### src/design/rcs_pkg.sv
package rcs_pkg;

  // Register indices; byte address on the bus is four times the index
  localparam logic [7:0]  IDX_DIV_RATE    = 8'h0a;
  localparam logic [7:0]  IDX_CTRL        = 8'h0b;
  localparam logic [7:0]  IDX_FLAG        = 8'h0c;
  localparam logic [7:0]  IDX_VALID       = 8'h0d;
  localparam logic [7:0]  IDX_GP_FIRST    = 8'h0e;
  localparam logic [7:0]  IDX_GP_LAST     = 8'hff;

  // Divider and rate register fields
  localparam int          DRR_UIP_BIT     = 7;
  localparam int          DRR_DIV_LSB     = 4;
  localparam int          DRR_RATE_LSB    = 0;
  localparam logic [2:0]  DIV_SEL_RST     = 3'h0;
  localparam logic [3:0]  RATE_SEL_RST    = 4'h0;

  // Control register fields
  localparam int          CTRL_SET_BIT    = 7;
  localparam int          CTRL_PIE_BIT    = 6;
  localparam int          CTRL_AIE_BIT    = 5;
  localparam int          CTRL_UIE_BIT    = 4;
  localparam int          CTRL_DM_BIT     = 2;
  localparam int          CTRL_HR24_BIT   = 1;

  // Flag register fields
  localparam int          FLAG_IRQ_BIT    = 7;
  localparam int          FLAG_PF_BIT     = 6;
  localparam int          FLAG_AF_BIT     = 5;
  localparam int          FLAG_UF_BIT     = 4;

  // Validity register field
  localparam int          VALID_BIT       = 7;

  // Divider select codes
  localparam logic [2:0]  DIV_NORMAL      = 3'h2;
  localparam logic [1:0]  DIV_STOP_TOP    = 2'h0;
  localparam logic [1:0]  DIV_HOLD_TOP    = 2'h3;

  // Timing, counted in oscillator ticks
  localparam int          OSC_HZ          = 32768;
  localparam int          UIP_LEAD_US     = 244;
  localparam int          UPD_CYCLE_US    = 1948;
  localparam int          LEAD_TICKS      = (UIP_LEAD_US * OSC_HZ + 999999) / 1000000;
  localparam int          UPD_TICKS       = (UPD_CYCLE_US * OSC_HZ + 999999) / 1000000;
  localparam logic [14:0] HALF_SEC_TICKS  = 15'(OSC_HZ / 2);
  localparam logic [14:0] UIP_START_CNT   = 15'(OSC_HZ / 2 - LEAD_TICKS);
  localparam logic [6:0]  LEAD_LAST       = 7'(LEAD_TICKS - 1);
  localparam logic [6:0]  UPD_LAST        = 7'(UPD_TICKS - 1);

  // Bus answers
  localparam logic [1:0]  RESP_OKAY       = 2'h0;
  localparam logic [1:0]  RESP_SLVERR     = 2'h2;

  typedef struct packed {
    logic set;
    logic periodic_irq_enable;
    logic alarm_irq_enable;
    logic update_irq_enable;
    logic dm;
    logic hr24;
  } rcs_ctrl_t;

  typedef struct packed {
    logic pf;
    logic af;
    logic uf;
  } rcs_flags_t;

  typedef struct packed {
    logic [7:0] hour;
    logic [7:0] min;
    logic [7:0] sec;
  } rcs_time_t;

  typedef enum logic [2:0] {
    UPD_IDLE = 3'b001,
    UPD_LEAD = 3'b010,
    UPD_BUSY = 3'b100
  } rcs_upd_state_t;

endpackage

### src/design/rcs_rtc_ctrl.sv
// Implementation choice: the AXI4-Lite slave port.
`timescale 1ns/1ps
// Operation
// - Divider select: 00x stops, 010 normal, 011/10x test, 11x holds chain reset.
// - After divider reset release, first update starts half a second later.
// - Divider and rate selects are read/write and survive bus reset.
// - Rate select picks one of thirteen taps through codes 1-15; zero disables periodic events.
// - Codes 1,2 give 3.90625/7.8125 ms; 3 gives 122.070 us, doubling to 500 ms.
// - Hold bit aborts any update and blocks new ones; clear means once-per-second.
// - Hold bit changes only by software write.
// - Periodic flag reaches interrupt only when enabled; flag sets anyway; bus reset clears enable.
// - Alarm when all three time bytes match; 11xxxxxx matches anything; gated by enable.
// - Update interrupt enable gates update flag; cleared by bus reset and hold rising.
// - Binary format bit: 1 binary, 0 BCD; only software changes it.
// - Hour format bit: 1 for 24-hour, 0 for 12-hour; software only.
// - Daylight saving bit and bit 3 of control read zero.
// - Pending bit set when any flag and its enable are set; interrupt low exactly then.
// - Reading the flag register or bus reset clears all flags.
// - Periodic flag sets on the selected tap edge regardless of enable.
// - Alarm flag sets at the end of an update cycle when current time matches alarm time.
// - Update-done flag sets at the end of every update cycle.
// - Flag register bits 3..0 read zero and ignore writes.
// - Contents-valid bit reads 1 when valid, 0 after low battery; reading sets it.
// - Validity register bits 6..0 read zero and ignore writes.
// - General-purpose bytes always accessible and retained on battery.
// - Writing hold 1 blocks updates and then clears update-in-progress.
// - Updates run once per second only when hold is clear and divider not held.
// - Flags stable during a read; events during the read are kept.
module rcs_rtc_ctrl
  import rcs_pkg::*;
(
  input  wire logic        core_clk,
  input  wire logic        rst,
  input  wire logic [11:0] s_axi_awaddr,
  input  wire logic        s_axi_awvalid,
  output logic             s_axi_awready,
  input  wire logic [31:0] s_axi_wdata,
  input  wire logic [3:0]  s_axi_wstrb,
  input  wire logic        s_axi_wvalid,
  output logic             s_axi_wready,
  output logic [1:0]       s_axi_bresp,
  output logic             s_axi_bvalid,
  input  wire logic        s_axi_bready,
  input  wire logic [11:0] s_axi_araddr,
  input  wire logic        s_axi_arvalid,
  output logic             s_axi_arready,
  output logic [31:0]      s_axi_rdata,
  output logic [1:0]       s_axi_rresp,
  output logic             s_axi_rvalid,
  input  wire logic        s_axi_rready,
  input  wire logic        osc_in,
  input  wire logic        bus_reset,
  input  wire logic        battery_low,
  input  wire rcs_time_t   cur_time,
  input  wire rcs_time_t   alarm_time,
  output logic             irq_out_n,
  output logic             update_tick,
  output logic             binary_format_select,
  output logic             hour_format_24
);

  ////////////////////////////////////////////////////////////////////////////
  // Pin synchronisers
  logic [1:0] osc_sync_reg;
  logic       osc_prev_reg;
  logic [1:0] brst_sync_reg;
  logic [1:0] batt_sync_reg;

  always_ff @(posedge core_clk or posedge rst) begin
    if (rst) begin
      osc_sync_reg  <= 2'h0;
      osc_prev_reg  <= 1'b0;
      brst_sync_reg <= 2'h0;
      batt_sync_reg <= 2'h0;
    end else begin
      osc_sync_reg  <= {osc_sync_reg[0], osc_in};
      osc_prev_reg  <= osc_sync_reg[1];
      brst_sync_reg <= {brst_sync_reg[0], bus_reset};
      batt_sync_reg <= {batt_sync_reg[0], battery_low};
    end
  end

  wire osc_tick = osc_sync_reg[1] & ~osc_prev_reg;
  wire brst     = brst_sync_reg[1];
  wire batt_low = batt_sync_reg[1];

  ////////////////////////////////////////////////////////////////////////////
  // Register state
  logic [2:0]     div_sel_reg;
  logic [3:0]     rate_sel_reg;
  rcs_ctrl_t      ctrl_reg;
  rcs_flags_t     flags_reg;
  logic           valid_reg;
  logic           irq_n_reg;
  logic [7:0]     gp_mem [IDX_GP_FIRST:IDX_GP_LAST];
  logic [14:0]    div_cnt_reg;
  rcs_upd_state_t upd_state_reg;
  logic [6:0]     upd_cnt_reg;
  logic           upd_tick_reg;

  ////////////////////////////////////////////////////////////////////////////
  // Bus slave: one write and one read in flight
  logic       awready_reg;
  logic       wready_reg;
  logic       bvalid_reg;
  logic [1:0] bresp_reg;
  logic       arready_reg;
  logic       rvalid_reg;
  logic [1:0] rresp_reg;
  logic [31:0] rdata_reg;
  logic [11:0] wr_addr_reg;
  logic [7:0]  wr_data_reg;
  logic        wr_strb_reg;

  wire aw_hs   = s_axi_awvalid & awready_reg;
  wire w_hs    = s_axi_wvalid & wready_reg;
  wire wr_fire = ~awready_reg & ~wready_reg & ~bvalid_reg;
  wire ar_hs   = s_axi_arvalid & arready_reg;

  // Upper address bits must be zero; the index sits in bits 9..2
  wire [7:0] wr_idx    = wr_addr_reg[9:2];
  wire       wr_in     = (wr_addr_reg[11:10] == 2'h0) && (wr_idx >= IDX_DIV_RATE);
  wire       wr_en     = wr_fire & wr_in & wr_strb_reg;
  wire       wr_drr    = wr_en && (wr_idx == IDX_DIV_RATE);
  wire       wr_ctrl   = wr_en && (wr_idx == IDX_CTRL);
  wire       wr_gp     = wr_en && (wr_idx >= IDX_GP_FIRST);

  wire [7:0] rd_idx    = s_axi_araddr[9:2];
  wire       rd_in     = (s_axi_araddr[11:10] == 2'h0) && (rd_idx >= IDX_DIV_RATE);
  wire       rd_flag   = ar_hs && rd_in && (rd_idx == IDX_FLAG);
  wire       rd_valid  = ar_hs && rd_in && (rd_idx == IDX_VALID);

  ////////////////////////////////////////////////////////////////////////////
  // Divider chain and mode decode
  wire div_stop = (div_sel_reg[2:1] == DIV_STOP_TOP);
  wire div_hold = (div_sel_reg[2:1] == DIV_HOLD_TOP);
  // Test codes run the chain like normal mode
  wire div_run  = ~div_stop & ~div_hold;

  wire [14:0] div_cnt_inc = div_cnt_reg + 15'h1;

  // Codes 1 and 2 reuse the 256 Hz and 128 Hz taps
  wire [3:0]  tap_k    = (rate_sel_reg < 4'h3) ? 4'(rate_sel_reg + 4'h6)
                                               : 4'(rate_sel_reg - 4'h1);
  wire [15:0] tap_full = (16'h1 << tap_k) - 16'h1;
  wire [14:0] tap_mask = tap_full[14:0];
  wire        pf_set   = osc_tick & div_run & (rate_sel_reg != 4'h0)
                         & ((div_cnt_inc & tap_mask) == 15'h0);

  always_ff @(posedge core_clk or posedge rst) begin
    if (rst) begin
      div_cnt_reg <= 15'h0;
    end else if (div_hold) begin
      div_cnt_reg <= 15'h0;
    end else if (div_run && osc_tick) begin
      div_cnt_reg <= div_cnt_inc;
    end
  end

  ////////////////////////////////////////////////////////////////////////////
  // Update cycle: lead-in with progress bit high, then the update itself
  function automatic logic byte_match(input logic [7:0] a, input logic [7:0] t);
    byte_match = (a[7:6] == 2'h3) || (a == t);
  endfunction

  wire alarm_hit = byte_match(alarm_time.sec, cur_time.sec)
                 & byte_match(alarm_time.min, cur_time.min)
                 & byte_match(alarm_time.hour, cur_time.hour);

  // Counter restarts at zero on release, so the first start lands 8 ticks before 0.5 s and the update at 0.5 s
  wire upd_allow = ~ctrl_reg.set & div_run;
  wire upd_start = upd_allow & osc_tick & (div_cnt_inc == UIP_START_CNT);
  wire upd_last  = osc_tick & (upd_cnt_reg == UPD_LAST);
  wire upd_end   = upd_allow & (upd_state_reg == UPD_BUSY) & upd_last;
  wire af_set    = upd_end & alarm_hit;
  wire update_in_progress       = (upd_state_reg != UPD_IDLE);

  rcs_upd_state_t upd_state_next;
  logic [6:0]     upd_cnt_next;
  logic           upd_tick_next;

  always_comb begin
    upd_state_next = upd_state_reg;
    upd_cnt_next   = upd_cnt_reg;
    upd_tick_next  = 1'b0;
    case (upd_state_reg)
      UPD_IDLE: begin
        if (upd_start) begin
          upd_state_next = UPD_LEAD;
          upd_cnt_next   = 7'h0;
        end
      end
      UPD_LEAD: begin
        if (osc_tick) begin
          upd_cnt_next = 7'(upd_cnt_reg + 7'h1);
        end
        if (osc_tick && (upd_cnt_reg == LEAD_LAST)) begin
          upd_state_next = UPD_BUSY;
          upd_cnt_next   = 7'h0;
          upd_tick_next  = 1'b1;
        end
      end
      UPD_BUSY: begin
        if (osc_tick) begin
          upd_cnt_next = 7'(upd_cnt_reg + 7'h1);
        end
        if (upd_last) begin
          upd_state_next = UPD_IDLE;
        end
      end
      default: begin
        upd_state_next = UPD_IDLE;
      end
    endcase
    // Hold or a stopped chain aborts at once and drops the progress bit
    if (!upd_allow) begin
      upd_state_next = UPD_IDLE;
      upd_tick_next  = 1'b0;
    end
  end

  always_ff @(posedge core_clk or posedge rst) begin
    if (rst) begin
      upd_state_reg <= UPD_IDLE;
      upd_cnt_reg   <= 7'h0;
      upd_tick_reg  <= 1'b0;
    end else begin
      upd_state_reg <= upd_state_next;
      upd_cnt_reg   <= upd_cnt_next;
      upd_tick_reg  <= upd_tick_next;
    end
  end

  ////////////////////////////////////////////////////////////////////////////
  // Control, flags and interrupt
  wire set_rise = wr_ctrl & wr_data_reg[CTRL_SET_BIT] & ~ctrl_reg.set;

  rcs_ctrl_t  ctrl_next;
  rcs_flags_t flags_next;
  rcs_flags_t flags_clr;
  rcs_flags_t flags_set;

  // Only bits seen by the read are cleared; a set in that cycle wins
  assign flags_clr = rd_flag ? flags_reg : 3'h0;
  assign flags_set = '{pf: pf_set, af: af_set, uf: upd_end};
  assign flags_next = brst ? 3'h0
                    : ((flags_reg & ~flags_clr) | flags_set);

  always_comb begin
    ctrl_next = ctrl_reg;
    if (wr_ctrl) begin
      ctrl_next.set  = wr_data_reg[CTRL_SET_BIT];
      ctrl_next.periodic_irq_enable  = wr_data_reg[CTRL_PIE_BIT];
      ctrl_next.alarm_irq_enable  = wr_data_reg[CTRL_AIE_BIT];
      ctrl_next.update_irq_enable  = wr_data_reg[CTRL_UIE_BIT];
      ctrl_next.dm   = wr_data_reg[CTRL_DM_BIT];
      ctrl_next.hr24 = wr_data_reg[CTRL_HR24_BIT];
    end
    if (set_rise) begin
      ctrl_next.update_irq_enable = 1'b0;
    end
    if (brst) begin
      ctrl_next.periodic_irq_enable = 1'b0;
      ctrl_next.alarm_irq_enable = 1'b0;
      ctrl_next.update_irq_enable = 1'b0;
    end
  end

  wire irq_pend_now  = |(flags_reg & {ctrl_reg.periodic_irq_enable, ctrl_reg.alarm_irq_enable, ctrl_reg.update_irq_enable});
  wire irq_pend_next = |(flags_next & {ctrl_next.periodic_irq_enable, ctrl_next.alarm_irq_enable, ctrl_next.update_irq_enable});

  always_ff @(posedge core_clk or posedge rst) begin
    if (rst) begin
      div_sel_reg  <= DIV_SEL_RST;
      rate_sel_reg <= RATE_SEL_RST;
      ctrl_reg     <= '0;
      flags_reg    <= '0;
      valid_reg    <= 1'b0;
      irq_n_reg    <= 1'b1;
    end else begin
      // Bus reset does not touch the selects
      if (wr_drr) begin
        div_sel_reg  <= wr_data_reg[DRR_DIV_LSB +: 3];
        rate_sel_reg <= wr_data_reg[DRR_RATE_LSB +: 4];
      end
      ctrl_reg  <= ctrl_next;
      flags_reg <= flags_next;
      // Output tracks the pending bit of the register state it follows
      irq_n_reg <= ~irq_pend_next;
      if (rd_valid) begin
        valid_reg <= 1'b1;
      end else if (batt_low) begin
        valid_reg <= 1'b0;
      end
    end
  end

  // Battery-backed storage: no reset, so contents outlive a system reset
  always_ff @(posedge core_clk) begin
    if (wr_gp) begin
      gp_mem[wr_idx] <= wr_data_reg;
    end
  end

  ////////////////////////////////////////////////////////////////////////////
  // Read data
  wire [7:0] rd_drr   = {update_in_progress, div_sel_reg, rate_sel_reg};
  wire [7:0] rd_ctrl  = {ctrl_reg.set, ctrl_reg.periodic_irq_enable, ctrl_reg.alarm_irq_enable, ctrl_reg.update_irq_enable,
                         1'b0, ctrl_reg.dm, ctrl_reg.hr24, 1'b0};
  wire [7:0] rd_flags = {irq_pend_now, flags_reg, 4'h0};
  wire [7:0] rd_vld   = {valid_reg, 7'h0};
  wire [7:0] rd_byte  = !rd_in                 ? 8'h00
                      : (rd_idx == IDX_DIV_RATE) ? rd_drr
                      : (rd_idx == IDX_CTRL)     ? rd_ctrl
                      : (rd_idx == IDX_FLAG)     ? rd_flags
                      : (rd_idx == IDX_VALID)    ? rd_vld
                      : gp_mem[rd_idx];

  always_ff @(posedge core_clk or posedge rst) begin
    if (rst) begin
      awready_reg <= 1'b1;
      wready_reg  <= 1'b1;
      bvalid_reg  <= 1'b0;
      bresp_reg   <= RESP_OKAY;
      wr_addr_reg <= 12'h000;
      wr_data_reg <= 8'h00;
      wr_strb_reg <= 1'b0;
      arready_reg <= 1'b1;
      rvalid_reg  <= 1'b0;
      rresp_reg   <= RESP_OKAY;
      rdata_reg   <= 32'h0000_0000;
    end else begin
      if (aw_hs) begin
        awready_reg <= 1'b0;
        wr_addr_reg <= s_axi_awaddr;
      end
      if (w_hs) begin
        wready_reg  <= 1'b0;
        wr_data_reg <= s_axi_wdata[7:0];
        wr_strb_reg <= s_axi_wstrb[0];
      end
      if (wr_fire) begin
        bvalid_reg <= 1'b1;
        bresp_reg  <= wr_in ? RESP_OKAY : RESP_SLVERR;
      end
      if (bvalid_reg && s_axi_bready) begin
        bvalid_reg  <= 1'b0;
        awready_reg <= 1'b1;
        wready_reg  <= 1'b1;
      end
      if (ar_hs) begin
        arready_reg <= 1'b0;
        rvalid_reg  <= 1'b1;
        rdata_reg   <= {24'h000000, rd_byte};
        rresp_reg   <= rd_in ? RESP_OKAY : RESP_SLVERR;
      end
      if (rvalid_reg && s_axi_rready) begin
        rvalid_reg  <= 1'b0;
        arready_reg <= 1'b1;
      end
    end
  end

  assign s_axi_awready        = awready_reg;
  assign s_axi_wready         = wready_reg;
  assign s_axi_bvalid         = bvalid_reg;
  assign s_axi_bresp          = bresp_reg;
  assign s_axi_arready        = arready_reg;
  assign s_axi_rvalid         = rvalid_reg;
  assign s_axi_rresp          = rresp_reg;
  assign s_axi_rdata          = rdata_reg;
  assign irq_out_n            = irq_n_reg;
  assign update_tick          = upd_tick_reg;
  assign binary_format_select = ctrl_reg.dm;
  assign hour_format_24       = ctrl_reg.hr24;

endmodule

### config.mk
export PLATFORM = sky130hd
export DESIGN_NAME = rcs_rtc_ctrl
export DESIGN_NICKNAME = d
export VERILOG_FILES = /design/src/design/rcs_pkg.sv /design/src/design/rcs_rtc_ctrl.sv
export SDC_FILE = /design/constraint.sdc
export NUM_CORES = 2
export LEC_CHECK = 0
export ABC_CLOCK_PERIOD_IN_PS = 6500
export BUFFER_PORTS_ARGS = -buffer_cell sky130_fd_sc_hd__buf_2
export CORE_MARGIN = 4
export CORE_UTILIZATION = 44
export CTS_CLUSTER_DIAMETER = 150
export DETAILED_ROUTE_END_ITERATION = 6
export GPL_TIMING_DRIVEN = 1
export SLEW_MARGIN = 10
export SYNTH_ARGS = -nofsm -noshare
export SYNTH_HDL_FRONTEND = slang
export SYNTH_SLANG_ARGS = --single-unit
### constraint.sdc
create_clock -name core_clk -period 6.5 [get_ports core_clk]
set_input_delay 1.625 -clock core_clk [delete_from_list [all_inputs] [get_ports core_clk]]
set_output_delay 1.625 -clock core_clk [all_outputs]
set_load 0.01 [all_outputs]
==> flow_summary.yaml <==
critical_path:
  crit_path_end_kind: "register"
  crit_chain: "o21ai_0 -> a311oi_1 -> nand3_1 -> nor3b_1 -> nand3_1 -> nor2_1"
  cp_num_buf_inv: 0
  r2r_end: "gp_mem[177][4]$_DFFE_PP_"
  crit_required_ps: 6950
  cp.depth: 6
  critPathSlowestCell: "nor2_1"
  cp_common_cell: "nand3_1"
  reg2reg_slack_ps: 1510
  cp_max_fo: 16
  startpoint: "wr_addr_reg[4]$_DFFE_PP0P_"
  start_kind: "register"
  critPathTopFamily: "simple AND/OR/NAND/NOR gates"
  reg2regPathDepth: 6
  r2r_start: "wr_addr_reg[4]$_DFFE_PP0P_"
  worstSetupPathType: "register to register"
  slowest_delay_ps: 930
  cp.arrival_ps: 5440
floorplan:
  ioPinCount: 163
  dieHeight_um: 434.9
  core_area_sq_mm: 0.1809
  initial_utilization: 0.4433
  dieArea_sq_mm: 0.1892
  dieWidth_um: 434.9
  fp-row-count: 156
timing:
  fin_crit_ps: 4989
  setup_viol: 0
  finClkSkew_ps: 35.69
  slew_violations: 0
  worst_pin_slew_ps: 1303
  fin_crit_sh: 0.7676
  worst_slack_ps: 1511
  clock.fmax_mhz: 200.4
  hold_viol_final: 0
  rsz0062_at_grt: "false"
  setup_tns_ps: 0
  slew_headroom: 0.1305
hold_path:
  whs_path_depth: 0
  hold_path_class: "register to register"
  hp-start: "batt_sync_reg[0]$_DFF_PP0_"
  hold_end: "batt_sync_reg[1]$_DFF_PP0_"
global_route:
  grt.total_usage: 0.2314
  antenna_found_initial: 7
  grt_overflow: 0
  grt_pass1_vias: 41190
  grt_pass1_wl_mm: 314.0
  grt_max_degree: 204
place:
  post-dp-hpwl_mm: 138.5
  portBuffers: 105
  place.gp.congestion: 0.8942
  dp_slack_ps: 1163
  placed_area_sq_mm: 0.08363
logic_synthesis:
  synth_edf_count: 1936
  yosysTopAreaCell: "edfxtp_1"
  async_flop_share: 0.04206
  netlist_instances: 4026
  synth_area_per_cell_sq_um: 19.92
  synth.top_cell.area_share: 0.7249
  ys_ff_latch: 2021
  yosys_warnings: 0
  synth-seq-area-share: 0.7515
  yosys-top-cells-area: "edfxtp_1, mux4_2, dfrtp_1"
  synth-main-ff-cell: "edfxtp_1"
  ys_types: 81
  netlist_area_sq_mm: 0.08020
cells_and_area:
  fin_area_sq_mm: 0.09009
  area_growth_pct: 12.33
  largest_reg_flops: 1936
  nets: 4366
  drive_gt1_frac: 0.2476
  final_util: 0.4979
cts:
  numCtsBuffers: 206
  h-tree-depth: 4
  clock_latency_ps: 850
  cts_setup_buffers: 0
  postCtsHoldBufs: 0
  clock_sinks: 2021
  clkTransAtPathRegs_ps: 60
  root_buffer: "clkbuf_16"
  tritoncts: "done"
  clockBufferDepth: 3
  ctsResizeCount: 0
routing:
  num_vias: 41640
  route.detailed.drc: 0
  viasPerCell: 6.141
  wl_mm: 221.6
  wl_per_cell_um: 32.69
  drt-initial-drc-count: 5412
  ant_nets: 0
  drtPass1Iterations: 6
power_and_ir_drop:
  p_leak_nw: 28.30
  vdd_drop_max_uv: 376.2
  powerDensity_mw_per_mm2: 355.0
  finalPower_w: 0.03198
outcome:
  outcome: "complete, no violations"
job:
  drv_cap: 0
==> cell usage in the layout (no fill, tap or decap), types with 35 or more instances in the layout <==
master,synthesis,routed
mux4_2,482,482
edfxtp_1,1936,1936
clkbuf_1,106,52
dfrtp_1,80,72
buf_4,52,119
clkbuf_16,0,207
mux2_2,47,47
a22oi_1,84,84
nor2_1,315,314
o21ai_0,62,62
buf_2,58,100
nand3_1,52,47
o22ai_1,39,39
a21oi_1,77,77
nor3_1,35,35
clkinv_1,0,53
nand2_1,127,123
mux2i_1,67,67
==> layer usage <==
layer	vias to the layer above	track usage	wire length (um)
li1	16960	-	-
met1	22110	0.3290	89070
met2	2185	0.3533	103000
met3	383	0.05195	20770
met4	0	0.08511	8758
met5	-	0	0
==> cell usage after synthesis (all sizes together), types with 6 or more instances <==
cell type	count
xor2	34
o221ai	6
a221oi	13
a31oi	24
nor4	28
a21oi	77
or3	11
dfrtp	80
clkbuf	106
inv	18
o21ai	67
a211oi	17
mux2i	67
mux2	47
ha	10
nor2	315
and2	10
a22oi	86
nand3	52
xnor2	16
a221o	7
nand2b	13
nor3	37
o31ai	7
or2	11
edfxtp	1936
nand4	23
mux4	483
buf	156
o22ai	39
nand2	127
and3	8
nor2b	24
==> cell families after synthesis <==
| group | after synthesis | share of synthesized area |
|---|---|---|
| DFF | 2021 | 0.7515 |
| and+or+nand+nor | 675 | 0.03811 |
| muxes | 597 | 0.1506 |
| AOI/OAI and AO/OA | 392 | 0.03282 |
| buffers and inverters | 280 | 0.01989 |
| xor gates and xnor gates | 50 | 0.005460 |
| adders and majority gates | 10 | 0.001560 |
| other | 1 | 0.00004676 |
==> per-stage QoR <==
step,cells,hold WS [ps]
floorplan,4051,331.2
global placement,6400,335.5
detailed placement,6400,335.5
CTS,6776,349.4
global route,6777,367.0
finish,6780,349.7
==> where the power goes <==
part	internal (W)	total, W	switching, W
Clock	0.00635	0.0114	0.00503
Sequential	0.0163	0.0170	0.000636
Combinational	0.000696	0.00363	0.00293
==> cell type report <==
class / instances / area (sq um)
Sequential cell: 2021 / 60300
Inverter: 18 / 70.07
Antenna cell: 4 / 10.01
Clock buffer: 259 / 5375
Timing Repair Buffer: 241 / 1807
Multi-Input combinational cell: 1750 / 18490
Clock inverter: 117 / 1071
Fill cell: 14580 / 90850
Tap cell: 2370 / 2965
==> how the worst max path moves through the flow <==
stage	end	slack, ps
floorplan	s_axi_rdata[1]$_DFFE_PP0P_	2540
global placement	s_axi_rdata[4]$_DFFE_PP0P_	1230
detailed placement	s_axi_rdata[1]$_DFFE_PP0P_	1160
CTS	gp_mem[190][6]$_DFFE_PP_	1590
global route	gp_mem[181][3]$_DFFE_PP_	1330
finish	gp_mem[177][4]$_DFFE_PP_	1510
==> worst reg2reg max path: cells and delay by family (launching register included) <==
family | cells | cell delay (ps)
compound gates | 2 | 960
flops | 1 | 520
simple gates | 4 | 3130
Note: power is estimated with default switching activity, not from simulation.
